File: src/rtl/cprv_dma_map.vh
// Register map, field positions and reset values of the preview DMA path
`ifndef CPRV_DMA_MAP_VH
`define CPRV_DMA_MAP_VH
// Register byte addresses
`define CPRV_ADDR_FRAME_BASE1 32'h4f00006c
`define CPRV_ADDR_FRAME_BASE2 32'h4f000070
`define CPRV_ADDR_FRAME_BASE3 32'h4f000074
`define CPRV_ADDR_FRAME_BASE4 32'h4f000078
`define CPRV_ADDR_TARGET_FORMAT 32'h4f00007c
`define CPRV_ADDR_DMA_CONTROL 32'h4f000080
`define CPRV_ADDR_PRESCALE_RATIO 32'h4f000084
`define CPRV_ADDR_PRESCALE_DEST 32'h4f000088
`define CPRV_ADDR_MAIN_SCALER 32'h4f00008c
`define CPRV_ADDR_TARGET_AREA 32'h4f000090
`define CPRV_ADDR_PATH_STATUS 32'h4f000098
`define CPRV_ADDR_CAPTURE_CMD 32'h4f0000a0
`define CPRV_RESET_VALUE 32'h00000000
// Target format fields
`define CPRV_TGT_WIDTH 28:16
`define CPRV_TGT_ORIENT 15:14
`define CPRV_TGT_HEIGHT 12:0
// DMA control fields
`define CPRV_CTL_MAIN_BURST 23:19
`define CPRV_CTL_TAIL_BURST 18:14
`define CPRV_CTL_FINAL_ARM 2
// Pre-scaler fields
`define CPRV_PRE_SHIFT 31:28
`define CPRV_PRE_H_RATIO 22:16
`define CPRV_PRE_V_RATIO 6:0
`define CPRV_PRE_OUT_WIDTH 27:16
`define CPRV_PRE_OUT_HEIGHT 11:0
// Main scaler and target area fields
`define CPRV_MS_SAMPLING 31
`define CPRV_MS_RGB_DEPTH 30
`define CPRV_MS_DIRECTION 29:28
`define CPRV_MS_H_RATIO 24:16
`define CPRV_MS_GO 15
`define CPRV_MS_V_RATIO 8:0
`define CPRV_AREA 25:0
// Status fields
`define CPRV_ST_CB_OVF 31
`define CPRV_ST_CR_OVF 30
`define CPRV_ST_FRAME_CNT 27:26
`define CPRV_ST_ORIENT 24:23
`define CPRV_ST_CAPTURE 21
// Capture command fields
`define CPRV_CPT_GLOBAL 31
`define CPRV_CPT_CODEC 30
`define CPRV_CPT_PREVIEW 29
// Codes
`define CPRV_ORIENT_X_MIRROR 2'b01
`define CPRV_ORIENT_Y_MIRROR 2'b10
`define CPRV_ORIENT_ROT180 2'b11
`define CPRV_DIR_DOWN 2'b00
`define CPRV_DIR_UP 2'b11
`define CPRV_RESP_OKAY 2'b00
`define CPRV_RESP_SLVERR 2'b10
`endif

File: src/rtl/cprv_dma.v
// Preview path DMA: register slave, pre-scaler, RGB conversion, frame writer
//
// Design decision made here: the AXI4-Lite slave port.
`include "cprv_dma_map.vh"
module cprv_dma (
   // Clock and reset
   input wire ref_clk,
   input wire reset_n,
   // AXI4-Lite write channels
   input wire [31:0] awaddr,
   input wire awvalid,
   output wire awready,
   input wire [31:0] wdata,
   input wire [3:0] wstrb,
   input wire wvalid,
   output wire wready,
   output reg [1:0] bresp,
   output reg bvalid,
   input wire bready,
   // AXI4-Lite read channels
   input wire [31:0] araddr,
   input wire arvalid,
   output wire arready,
   output reg [31:0] rdata,
   output reg [1:0] rresp,
   output reg rvalid,
   input wire rready,
   // Camera pixel stream
   input wire pixValid,
   output wire pixReady,
   input wire [7:0] pixY,
   input wire [7:0] pixCb,
   input wire [7:0] pixCr,
   input wire pixLineEnd,
   input wire pixFrameStart,
   input wire cbFifoOverflow,
   input wire crFifoOverflow,
   // Memory write port
   output reg memValid,
   input wire memReady,
   output reg [31:0] memAddr,
   output reg [31:0] memData,
   output reg memBurstStart,
   output reg [4:0] memBurstLen,
   // Frame events
   output reg frameDone,
   output reg finalIrq
);
   // ---------------------------------------------
   // Helpers
   // ---------------------------------------------
   // Byte-lane merge of a register write
   function [31:0] merge;
      input [31:0] old;
      input [31:0] data;
      input [3:0] strb;
      integer i;
      begin
         merge = old;
         for (i = 0; i < 4; i = i + 1)
            if (strb[i])
               merge[i*8 +: 8] = data[i*8 +: 8];
      end
   endfunction

   // Clamp a signed sum to one byte
   function [7:0] clampByte;
      input signed [11:0] v;
      begin
         if (v < 0)
            clampByte = 8'h00;
         else if (v > 255)
            clampByte = 8'hff;
         else
            clampByte = v[7:0];
      end
   endfunction

   // Next value of a decimation counter, a ratio of zero acts as one
   function [6:0] decStep;
      input [6:0] cnt;
      input [6:0] ratio;
      begin
         if (cnt + 7'h01 >= ratio)
            decStep = 7'h00;
         else
            decStep = cnt + 7'h01;
      end
   endfunction

   // ---------------------------------------------
   // Registers
   // ---------------------------------------------
   reg [31:0] frameBase [0:3];
   reg [31:0] targetFormat;
   reg [31:0] dmaControl;
   reg [31:0] prescaleRatio;
   reg [31:0] prescaleDest;
   reg [31:0] mainScaler;
   reg [31:0] targetArea;
   reg [31:0] captureCmd;
   reg [31:0] awAddrHold;
   reg [31:0] wDataHold;
   reg [3:0] wStrbHold;
   reg awHeld;
   reg wHeld;
   reg [1:0] frameCount;
   reg [1:0] orientActive;
   reg [1:0] wrState;
   reg clearFinalArm;
   reg [31:0] statusWord;
   reg [31:0] readWord;
   reg readHit;
   reg writeHit;
   wire [31:0] wrAddr;
   wire [31:0] wrData;
   wire [3:0] wrStrb;
   wire doWrite;

   // Channels take one item each while no response is pending
   assign awready = !awHeld && !bvalid;
   assign wready = !wHeld && !bvalid;
   assign arready = !rvalid;
   assign wrAddr = awHeld ? awAddrHold : awaddr;
   assign wrData = wHeld ? wDataHold : wdata;
   assign wrStrb = wHeld ? wStrbHold : wstrb;
   assign doWrite = (awHeld || (awvalid && awready)) && (wHeld || (wvalid && wready));

   // Status word assembled from live state
   always @*
   begin
      statusWord = 32'h00000000;
      statusWord[`CPRV_ST_CB_OVF] = cbFifoOverflow;
      statusWord[`CPRV_ST_CR_OVF] = crFifoOverflow;
      statusWord[`CPRV_ST_FRAME_CNT] = frameCount;
      statusWord[`CPRV_ST_ORIENT] = orientActive;
      statusWord[`CPRV_ST_CAPTURE] = (wrState != 2'b00);
   end

   // Write address decode
   always @*
   begin
      case (wrAddr)
         `CPRV_ADDR_FRAME_BASE1, `CPRV_ADDR_FRAME_BASE2, `CPRV_ADDR_FRAME_BASE3,
         `CPRV_ADDR_FRAME_BASE4, `CPRV_ADDR_TARGET_FORMAT, `CPRV_ADDR_DMA_CONTROL,
         `CPRV_ADDR_PRESCALE_RATIO, `CPRV_ADDR_PRESCALE_DEST, `CPRV_ADDR_MAIN_SCALER,
         `CPRV_ADDR_TARGET_AREA, `CPRV_ADDR_CAPTURE_CMD:
            writeHit = 1'b1;
         default:
            writeHit = 1'b0;
      endcase
   end

   // Read mux
   always @*
   begin
      readHit = 1'b1;
      case (araddr)
         `CPRV_ADDR_FRAME_BASE1: readWord = frameBase[0];
         `CPRV_ADDR_FRAME_BASE2: readWord = frameBase[1];
         `CPRV_ADDR_FRAME_BASE3: readWord = frameBase[2];
         `CPRV_ADDR_FRAME_BASE4: readWord = frameBase[3];
         `CPRV_ADDR_TARGET_FORMAT: readWord = targetFormat;
         `CPRV_ADDR_DMA_CONTROL: readWord = dmaControl;
         `CPRV_ADDR_PRESCALE_RATIO: readWord = prescaleRatio;
         `CPRV_ADDR_PRESCALE_DEST: readWord = prescaleDest;
         `CPRV_ADDR_MAIN_SCALER: readWord = mainScaler;
         `CPRV_ADDR_TARGET_AREA: readWord = targetArea;
         `CPRV_ADDR_PATH_STATUS: readWord = statusWord;
         `CPRV_ADDR_CAPTURE_CMD: readWord = captureCmd;
         default:
         begin
            readWord = 32'h00000000;
            readHit = 1'b0;
         end
      endcase
   end

   // Bus slave and register storage
   always @(posedge ref_clk or negedge reset_n)
   begin
      if (!reset_n)
      begin
         frameBase[0] <= `CPRV_RESET_VALUE;
         frameBase[1] <= `CPRV_RESET_VALUE;
         frameBase[2] <= `CPRV_RESET_VALUE;
         frameBase[3] <= `CPRV_RESET_VALUE;
         targetFormat <= `CPRV_RESET_VALUE;
         dmaControl <= `CPRV_RESET_VALUE;
         prescaleRatio <= `CPRV_RESET_VALUE;
         prescaleDest <= `CPRV_RESET_VALUE;
         mainScaler <= `CPRV_RESET_VALUE;
         targetArea <= `CPRV_RESET_VALUE;
         captureCmd <= `CPRV_RESET_VALUE;
         awAddrHold <= 32'h00000000;
         wDataHold <= 32'h00000000;
         wStrbHold <= 4'h0;
         awHeld <= 1'b0;
         wHeld <= 1'b0;
         bvalid <= 1'b0;
         bresp <= `CPRV_RESP_OKAY;
         rvalid <= 1'b0;
         rresp <= `CPRV_RESP_OKAY;
         rdata <= 32'h00000000;
      end
      else
      begin
         // Hardware clears the final arm; a software write below wins
         if (clearFinalArm)
            dmaControl[`CPRV_CTL_FINAL_ARM] <= 1'b0;
         if (doWrite)
         begin
            awHeld <= 1'b0;
            wHeld <= 1'b0;
            bvalid <= 1'b1;
            bresp <= writeHit ? `CPRV_RESP_OKAY : `CPRV_RESP_SLVERR;
            case (wrAddr)
               `CPRV_ADDR_FRAME_BASE1: frameBase[0] <= merge(frameBase[0], wrData, wrStrb);
               `CPRV_ADDR_FRAME_BASE2: frameBase[1] <= merge(frameBase[1], wrData, wrStrb);
               `CPRV_ADDR_FRAME_BASE3: frameBase[2] <= merge(frameBase[2], wrData, wrStrb);
               `CPRV_ADDR_FRAME_BASE4: frameBase[3] <= merge(frameBase[3], wrData, wrStrb);
               `CPRV_ADDR_TARGET_FORMAT: targetFormat <= merge(targetFormat, wrData, wrStrb);
               `CPRV_ADDR_DMA_CONTROL: dmaControl <= merge(dmaControl, wrData, wrStrb);
               `CPRV_ADDR_PRESCALE_RATIO: prescaleRatio <= merge(prescaleRatio, wrData, wrStrb);
               `CPRV_ADDR_PRESCALE_DEST: prescaleDest <= merge(prescaleDest, wrData, wrStrb);
               `CPRV_ADDR_MAIN_SCALER: mainScaler <= merge(mainScaler, wrData, wrStrb);
               `CPRV_ADDR_TARGET_AREA: targetArea <= merge(targetArea, wrData, wrStrb);
               `CPRV_ADDR_CAPTURE_CMD: captureCmd <= merge(captureCmd, wrData, wrStrb);
               default: ;
            endcase
         end
         else
         begin
            if (awvalid && awready)
            begin
               awHeld <= 1'b1;
               awAddrHold <= awaddr;
            end
            if (wvalid && wready)
            begin
               wHeld <= 1'b1;
               wDataHold <= wdata;
               wStrbHold <= wstrb;
            end
         end
         if (bvalid && bready)
            bvalid <= 1'b0;
         // Read answers one cycle after the address is taken
         if (arvalid && arready)
         begin
            rvalid <= 1'b1;
            rdata <= readWord;
            rresp <= readHit ? `CPRV_RESP_OKAY : `CPRV_RESP_SLVERR;
         end
         else if (rvalid && rready)
            rvalid <= 1'b0;
      end
   end

   // ---------------------------------------------
   // Configuration decode
   // ---------------------------------------------
   localparam ST_IDLE = 2'b00;
   localparam ST_WAIT = 2'b01;
   localparam ST_RUN = 2'b10;

   wire [12:0] tgtWidth = targetFormat[`CPRV_TGT_WIDTH];
   wire [12:0] tgtHeight = targetFormat[`CPRV_TGT_HEIGHT];
   wire [4:0] mainBurst = dmaControl[`CPRV_CTL_MAIN_BURST];
   wire [4:0] tailBurst = dmaControl[`CPRV_CTL_TAIL_BURST];
   wire [3:0] preShift = prescaleRatio[`CPRV_PRE_SHIFT];
   wire [6:0] preHRatio = prescaleRatio[`CPRV_PRE_H_RATIO];
   wire [6:0] preVRatio = prescaleRatio[`CPRV_PRE_V_RATIO];
   wire [11:0] preOutWidth = prescaleDest[`CPRV_PRE_OUT_WIDTH];
   wire sampling = mainScaler[`CPRV_MS_SAMPLING];
   wire rgbDeep = mainScaler[`CPRV_MS_RGB_DEPTH];
   wire [1:0] scaleDir = mainScaler[`CPRV_MS_DIRECTION];
   wire [8:0] mainHRatio = mainScaler[`CPRV_MS_H_RATIO];
   wire [8:0] mainVRatio = mainScaler[`CPRV_MS_V_RATIO];
   // Capture runs only with global, preview enable and scaler go all set
   wire captureOn = captureCmd[`CPRV_CPT_GLOBAL] && captureCmd[`CPRV_CPT_PREVIEW]
      && mainScaler[`CPRV_MS_GO];
   wire [12:0] lineWords = rgbDeep ? tgtWidth : {1'b0, tgtWidth[12:1]};
   wire [14:0] lineBytes = {lineWords, 2'b00};

   // ---------------------------------------------
   // Pre-scaler and colour conversion
   // ---------------------------------------------
   reg [6:0] hDec;
   reg [6:0] vDec;
   reg [11:0] preCol;
   reg [7:0] heldCb;
   reg [7:0] heldCr;
   reg [23:0] rgb;
   reg [12:0] row;
   reg [12:0] word;
   reg halfFull;
   reg [15:0] halfPix;
   reg [4:0] burstLeft;
   reg [31:0] rowBase;
   wire pixTake = pixValid && pixReady;
   // Keep one pixel per ratio step; a pixel past the output width is dropped
   wire keepPix = (vDec == 7'h00) && (hDec == 7'h00) &&
      (preOutWidth == 12'h000 || preCol < preOutWidth);
   wire [7:0] useCb = sampling ? pixCb : heldCb;
   wire [7:0] useCr = sampling ? pixCr : heldCr;
   wire signed [11:0] sY = {4'h0, pixY};
   wire signed [11:0] sCb = {4'h0, useCb} - 12'sd128;
   wire signed [11:0] sCr = {4'h0, useCr} - 12'sd128;
   wire xMirror = orientActive[0];
   wire yMirror = orientActive[1];
   wire lastWord = (word + 13'h0001 >= lineWords);
   wire lastRow = (row + 13'h0001 >= tgtHeight);
   wire wordReady = rgbDeep || halfFull;
   wire [15:0] pix16 = {rgb[23:19], rgb[15:10], rgb[7:3]};

   // Fixed-point YCbCr to RGB with shift-add coefficients
   always @*
   begin
      rgb[23:16] = clampByte(sY + sCr + (sCr >>> 2) + (sCr >>> 3));
      rgb[15:8] = clampByte(sY - (sCb >>> 2) - (sCb >>> 4) - (sCb >>> 5)
         - (sCr >>> 1) - (sCr >>> 3) - (sCr >>> 4));
      rgb[7:0] = clampByte(sY + sCb + (sCb >>> 1) + (sCb >>> 2));
   end

   // Row start address with vertical mirroring
   always @*
   begin
      if (xMirror)
         rowBase = frameBase[frameCount] + (tgtHeight - 13'h0001 - row) * lineBytes;
      else
         rowBase = frameBase[frameCount] + row * lineBytes;
   end

   // Pixels are taken while the word register is free or draining
   assign pixReady = !memValid || memReady;

   // ---------------------------------------------
   // Frame writer
   // ---------------------------------------------
   always @(posedge ref_clk or negedge reset_n)
   begin
      if (!reset_n)
      begin
         wrState <= ST_IDLE;
         hDec <= 7'h00;
         vDec <= 7'h00;
         preCol <= 12'h000;
         heldCb <= 8'h00;
         heldCr <= 8'h00;
         row <= 13'h0000;
         word <= 13'h0000;
         halfFull <= 1'b0;
         halfPix <= 16'h0000;
         burstLeft <= 5'h00;
         frameCount <= 2'b00;
         orientActive <= 2'b00;
         memValid <= 1'b0;
         memAddr <= 32'h00000000;
         memData <= 32'h00000000;
         memBurstStart <= 1'b0;
         memBurstLen <= 5'h00;
         frameDone <= 1'b0;
         finalIrq <= 1'b0;
         clearFinalArm <= 1'b0;
      end
      else
      begin
         frameDone <= 1'b0;
         finalIrq <= 1'b0;
         clearFinalArm <= 1'b0;
         if (memValid && memReady)
            memValid <= 1'b0;
         case (wrState)
            ST_IDLE:
            begin
               if (captureOn)
                  wrState <= ST_WAIT;
            end
            ST_WAIT:
            begin
               if (!captureOn)
                  wrState <= ST_IDLE;
               else if (pixTake && pixFrameStart)
               begin
                  wrState <= ST_RUN;
                  orientActive <= targetFormat[`CPRV_TGT_ORIENT];
                  row <= 13'h0000;
                  word <= 13'h0000;
                  halfFull <= 1'b0;
                  burstLeft <= 5'h00;
                  hDec <= 7'h00;
                  vDec <= 7'h00;
                  preCol <= 12'h000;
               end
            end
            ST_RUN:
            begin
               if (pixTake)
               begin
                  heldCb <= pixCb;
                  heldCr <= pixCr;
                  hDec <= pixLineEnd ? 7'h00 : decStep(hDec, preHRatio);
                  preCol <= pixLineEnd ? 12'h000 : preCol + {11'h000, keepPix};
                  if (pixLineEnd)
                     vDec <= decStep(vDec, preVRatio);
                  if (keepPix && !rgbDeep && !halfFull)
                  begin
                     halfPix <= pix16;
                     halfFull <= 1'b1;
                  end
                  else if (keepPix)
                  begin
                     halfFull <= 1'b0;
                     memValid <= 1'b1;
                     if (rgbDeep)
                        memData <= {8'h00, rgb};
                     else if (yMirror)
                        memData <= {halfPix, pix16};
                     else
                        memData <= {pix16, halfPix};
                     if (yMirror)
                        memAddr <= rowBase + {17'h00000, lineBytes - {word, 2'b00} - 15'h0004};
                     else
                        memAddr <= rowBase + {17'h00000, word, 2'b00};
                     // Bulk of the line in main bursts, the rest in a tail burst
                     memBurstStart <= (burstLeft == 5'h00);
                     if (burstLeft == 5'h00)
                     begin
                        if ({3'b000, lineWords - word} > {11'h000, mainBurst})
                        begin
                           memBurstLen <= mainBurst;
                           burstLeft <= mainBurst - 5'h01;
                        end
                        else
                        begin
                           memBurstLen <= tailBurst;
                           burstLeft <= tailBurst - 5'h01;
                        end
                     end
                     else
                        burstLeft <= burstLeft - 5'h01;
                     if (lastWord)
                     begin
                        word <= 13'h0000;
                        burstLeft <= 5'h00;
                        row <= row + 13'h0001;
                        if (lastRow)
                        begin
                           // Frame complete: advance buffer, raise events
                           frameCount <= frameCount + 2'b01;
                           frameDone <= 1'b1;
                           finalIrq <= dmaControl[`CPRV_CTL_FINAL_ARM];
                           clearFinalArm <= dmaControl[`CPRV_CTL_FINAL_ARM];
                           wrState <= captureOn ? ST_WAIT : ST_IDLE;
                        end
                     end
                     else
                        word <= word + 13'h0001;
                  end
               end
            end
            default:
               wrState <= ST_IDLE;
         endcase
      end
   end
endmodule

File: config.mk
export PLATFORM = sky130hd
export DESIGN_NAME = cprv_dma
export DESIGN_NICKNAME = d
export VERILOG_FILES = /design/src/rtl/cprv_dma.v
export VERILOG_INCLUDE_DIRS = /design/src /design/src/rtl
export SDC_FILE = /design/constraint.sdc
export NUM_CORES = 2
export LEC_CHECK = 0
export ABC_AREA = 1
export BUFFER_PORTS_ARGS = -buffer_cell sky130_fd_sc_hd__buf_2
export CAP_MARGIN = 20
export CELL_PAD_IN_SITES_DETAIL_PLACEMENT = 1
export CELL_PAD_IN_SITES_GLOBAL_PLACEMENT = 1
export CORE_MARGIN = 4
export CORE_UTILIZATION = 41
export CTS_BUF_LIST = sky130_fd_sc_hd__clkbuf_8
export CTS_CLUSTER_DIAMETER = 100
export DETAILED_ROUTE_END_ITERATION = 10
export PLACE_DENSITY = 0.68
export REMOVE_ABC_BUFFERS = 1
export SKIP_CTS_REPAIR_TIMING = 1
export SLEW_MARGIN = 10
export SYNTH_ARGS = -nofsm -noshare
export SYNTH_HDL_FRONTEND = slang
export SYNTH_SLANG_ARGS = --single-unit
File: constraint.sdc
create_clock -name ref_clk -period 15.1 [get_ports ref_clk]
set_input_delay 0.755 -clock ref_clk [delete_from_list [all_inputs] [get_ports ref_clk]]
set_output_delay 0.755 -clock ref_clk [all_outputs]
set_load 0.005 [all_outputs]
======== Word-level counts from Yosys, hierarchy flattened ========
Index checks and enable logic that the tools add are counted.
operators by class
  $add $sub $neg .......................... 32
  $mul .................................... 2
  $lt $le $gt $ge ......................... 13
  equal/unequal tests ..................... 37
  muxes and demuxes ....................... 106
  bitwise logic cells ..................... 3
  reductions and logical operators ........ 99
operators by type and width
  cell                                                 count
  == test 32 x 31 -> 1 bit, second input constant      23
  case mux 32 bit (12 select lines)                    1
  2-to-1 mux 32 bit                                    8
  2-to-1 mux 13 bit                                    11
  AND reduction 3 bit                                  46
  adder 32 x 15 -> 32 bit                              2
  binary-select mux 32 bit (select 2 bit)              1
  2-to-1 mux 8 bit                                     8
  2-to-1 mux 7 bit                                     8
  case mux 13 bit (2 select lines)                     2
  2-to-1 mux 12 bit                                    4
  2-to-1 mux 5 bit                                     9
  > comparator 12 x 9 -> 1 bit, second input constant  3
  < comparator 12 x 1 -> 1 bit, second input constant  3
  2-to-1 mux 1 bit                                     34
  adder 32 x 28 -> 32 bit                              1
  adder 32 bit                                         1
  multiplier 32 x 13 -> 30 bit                         1
  case mux 7 bit (2 select lines)                      2
  adder 13 x 1 -> 13 bit, second input constant        2
  greater-or-equal comparator 13 bit                   2
  multiplier 13 x 13 -> 26 bit                         1
  case mux 12 bit (2 select lines)                     1
  adder 9 x 9 -> 10 bit                                2
  51 further kinds                                     116
storage, ports and cells
  bits in registers ....................... 629
  output and inout bits ................... 115

======== Longest topological paths before layout ========
  depth in word-level cells ............... 13
  mapped depth ............................ 57

======== Least setup slack after synthesis ========
Ideal clock, no wire load.
  path kind ............................... flip-flop to flip-flop
  start point ............................. register targetFormat[0]
  end point ............................... register memAddr[29]
  data arrival time ....................... 8.690 ns
  required time ........................... 14.982 ns
  slack ................................... 6.292 ns
  cell stages (with the launch flop) ...... 53
  clock period less this slack ............ 8.808 ns
  cells stage by stage .................... dfrtp_1 > inv_1 > ha_1 > nand3_1 > nor3_1 > nand2_1 > xor2_1 > ha_1 > inv_1 > nor4_1 > nand3_1 > nand4_1 > nand2_1 > nand2_1 > a21oi_1 > or2_1 > a21oi_1 > buf_4 > [... 17 more ...] > xor2_1 > nand2_1 > o21ai_0 > inv_1 > ha_1 > nand2_1 > nor2_1 > nor2_1 > a21boi_0 > nand3_1 > nand2_1 > nand2_1 > nor2_1 > nand2_1 > nor2_2 > nand3_1 > nand3_1 > nand2_1
on the way
  longest elaborated chain between the ends .. 7
  elaborated cells between the ends (all ways) .. 8
  classes of those cells .................. add/sub (5); mul (1); mux (2)
RTL lines
  element                                            line                            RTL
  start: declaration                                 cprv_dma.v:95                   reg [31:0] targetFormat;
  start signal: assignment                           cprv_dma.v:188                  targetFormat <= `CPRV_RESET_VALUE;
  start signal: assignment                           cprv_dma.v:222                  `CPRV_ADDR_TARGET_FORMAT: targetFormat <= merge(targetFormat, wrData, wrStrb);
  subtractor 13 x 1 -> 14 bit *                      cprv_dma.v:330                  rowBase = frameBase[frameCount] + (tgtHeight - 13'h0001 - row) * lineBytes;
  subtractor 14 x 14 -> 15 bit *                     cprv_dma.v:330
  multiplier 32 x 13 -> 30 bit *                     cprv_dma.v:330
  adder 32 bit *                                     cprv_dma.v:330
  2-to-1 mux 32 bit *                                cprv_dma.v:329                  if (xMirror)
  adder 32 x 15 -> 32 bit, on equally long branches  cprv_dma.v:425, cprv_dma.v:423
  2-to-1 mux 32 bit *                                cprv_dma.v:422                  if (yMirror)
  end signal: assignment                             cprv_dma.v:423                  memAddr <= rowBase + {17'h00000, lineBytes - {word, 2'b00} - 15'h0004};
  end signal: assignment                             cprv_dma.v:425                  memAddr <= rowBase + {17'h00000, word, 2'b00};
  end: declaration                                   cprv_dma.v:41                   output reg [31:0] memAddr,
Mark *: on every way between the ends. The rest lies on a longest branch, timed or not.
A chain may end at the register's enable or synchronous reset.

======== Worst setup path after layout ========
  start point ............................. register targetFormat[0]
  end point ............................... register memAddr[28]
Same word-level chain as after synthesis.

==> results.py <==
metrics = {
    "floorplan": {
        "coreArea_sq_mm": 0.126,
        "num_rows": 130,
        "chipWidth_microns": 366,
        "start_util_pct": 41.5,
        "dieHeight_microns": 366,
        "die_area_sq_mm": 0.134,
        "num_io_pins": 252,
    },
    "sta": {
        "rsz0062_at_grt": "false",
        "setup_viol": 0,
        "max_freq_mhz": 90.0,
        "fin_tns_setup_ps": 0,
        "fin_worst_skew_ps": 104,
        "fin_crit_ps": 11110,
        "finalHoldViolations": 0,
        "fin_crit_sh_pct": 73.5,
        "worst_slew_pin_slew_ps": 1100,
        "slew_headroom_pct": 25.7,
        "maxSlewViolCount": 0,
    },
    "clock_network": {
        "clk_latency_ps": 840,
        "clk_pin_slew_ps": 60,
        "cts-root-buf": "clkbuf_8",
        "cts_htree_levels": 3,
        "cts_tree": "done",
        "clockBufferDepth": 3,
        "cts-buffers-inserted": 114,
        "cts.sinks": 627,
    },
    "final_layout": {
        "n_fill_cell": 15700,
        "final_util_pct": 45.5,
        "multi_input_area_sq_mm": 0.0316,
        "seq_area_sq_mm": 0.0157,
        "area_growth_pct": 9.68,
        "nets": 7811,
        "top_register": "frameBase",
        "final_common_cell": "nand2_1",
        "drive_gt1_share_pct": 9.58,
        "largest_reg_flops": 128,
        "final_cell_mix": "nand2_1 (1652), inv_1 (1036), dfrtp_1 (624), nor2_1 (426), o21ai_0 (418)",
    },
    "grt": {
        "antenna_found_initial": 13,
        "grtUsageTotal_pct": 29.1,
        "grt_overflow": 0,
        "grt_pass1_vias": 49600,
        "grt_max_degree": 144,
        "grt_first_pass_wirelength_mm": 303,
    },
    "logic_synthesis": {
        "synth-seq-cells": 627,
        "synth_largest_area_cell": "dfrtp_1",
        "syn-instance-count": 6781,
        "synth_top_area_share_pct": 29.9,
        "syn_area_per_cell_sq_um": 7.74,
        "ys_seq_area_share_pct": 29.9,
        "synth_area_sq_mm": 0.0525,
        "ys.flop_type": "dfrtp_1",
        "synth.area.top_cells": "dfrtp_1 (30%), fa_1 (14%), nand2_1 (12%), ha_1 (7.9%), inv_1 (7.2%)",
        "synth_edf_count": 0,
        "ys_warn_count": 0,
        "ys_types": 73,
        "synthArstFlopShare_pct": 100,
    },
    "worst_setup_path": {
        "r2r-start": "targetFormat[0]",
        "cpPeakStageDelay_ps": 810,
        "path_common_cell": "nand2_1",
        "critPathKind": "flop to flop",
        "endpoint_kind": "flop",
        "cp_data_arrival_time_ps": 11790,
        "worstPathMaxFanout": 11,
        "cp-startpoint": "targetFormat[0]",
        "required_ps": 15790,
        "critical_path.top_delay_family": "adder cells",
        "crit_buf_inv": 7,
        "startpoint_type": "flop",
        "critPathSlowestCell": "a21oi_1",
    },
    "route": {
        "viasPerCell": 5.42,
        "highest_layer": "met4",
        "drt-wirelength-per-cell_microns": 22.5,
        "drc": 0,
        "vias": 47200,
        "drt_first_pass_iters": 6,
        "wl_met1_mm": 89.3,
        "detail-route-antenna-nets": 0,
        "detail_route.iter0.violations": 3187,
        "met2_length_mm": 90.5,
        "drt_wl_total_mm": 196,
        "route.met3.wl_mm": 10.4,
    },
    "power_and_ir_drop": {
        "total_power_mw": 4.41,
        "ir_drop_mv": 0.144,
        "powerDensity_mw_per_mm2": 76.6,
        "p_leak_nw": 30.0,
    },
    "run_status": {
        "status": "completed",
    },
    "place": {
        "dpl.hpwl_mm": 152,
        "gp_congestion": 0.944,
        "io_buffers": 249,
    },
    "run": {
        "max_cap_viol_count": 0,
    },
    "min_path": {
        "hp-start": "rready",
        "hp-class": "input pin to flop",
    },
}
metrics by stage:
step,hold slack (ps),cell area (sq um),std cells,worst slack [ps]
finish,108,57600,8709,3990
global route,62.3,57500,8706,3230
global placement,456,55200,8501,4340
CTS,-83.5,57500,8702,4060
detailed placement,461,55200,8507,4070
floorplan,442,51200,6521,5990
metal layers:
metal | vias to the layer above | global-route usage (%)
li1 | 22100 | -
met1 | 23600 | 40.7
met2 | 1197 | 47.5
met3 | 237 | 3.58
met4 | 0 | 8.03
met5 | - | 0
report_power, final:
part	switching, mW	internal, mW
Sequential	0.0635	1.78
Combinational	0.608	0.279
Clock	0.794	0.886
Yosys cell counts (7+ instances only):
| cell type | n |
|---|---|
| o21bai_1 | 12 |
| buf_6 | 35 |
| clkinv_1 | 14 |
| nand2_1 | 1657 |
| buf_2 | 46 |
| buf_1 | 15 |
| o31ai_1 | 7 |
| nand4_1 | 73 |
| or2_2 | 14 |
| o211ai_1 | 11 |
| nand2_4 | 28 |
| a211oi_1 | 41 |
| a21o_1 | 18 |
| xor2_1 | 102 |
| dfrtp_1 | 627 |
| clkbuf_1 | 158 |
| inv_2 | 17 |
| o21ai_0 | 429 |
| a22o_1 | 53 |
| nor2_2 | 14 |
| nand3_1 | 238 |
| fa_1 | 366 |
| nor2_1 | 427 |
| inv_1 | 1001 |
| a21oi_1 | 342 |
| mux2_2 | 26 |
| o21a_1 | 16 |
| nor4_1 | 12 |
| a31oi_1 | 13 |
| nand2_2 | 29 |
| ha_1 | 332 |
| a21boi_0 | 7 |
| xnor2_1 | 32 |
| o21ai_1 | 371 |
| nor3_1 | 66 |
| o22ai_1 | 40 |
area by class of cell:
type / count / share of cell area (%)
diodes: 4 / 0.0174
clock inverters: 56 / 0.685
repair buffers: 339 / 3.41
multi-input cells: 4856 / 54.9
inverters: 1038 / 6.79
clock buffers: 139 / 3.32
flip-flops and latches: 627 / 27.3
well taps: 1650 / 3.59
worst paths after layout:
| kind | cells after the start | endpoint | slack [ps] |
|---|---|---|---|
| setup / recovery | 51 | memAddr[28] | 3990 |
| hold / removal | 2 | rvalid | 110 |
| hold reg to reg | 2 | memData[13] | 470 |
| min in group asynchronous | 2 | wDataHold[24] | 550 |
| max in group asynchronous | 4 | dmaControl[13] | 12020 |
| setup reg to reg | 51 | memAddr[28] | 3990 |
cells by family after synthesis:
group	after synthesis	share of synthesized area, %
flip-flops	627	29.9
XOR/XNOR	135	2.27
buffers and inverters	1299	9.96
AO/OA/AOI/OAI	1391	14.6
other	1	0.00715
multiplexers	31	0.653
AND/OR/NAND/NOR	2599	20.8
adder cells (fa/ha/maj)	698	21.9
No activity file was read; power rests on OpenSTA's default activity.
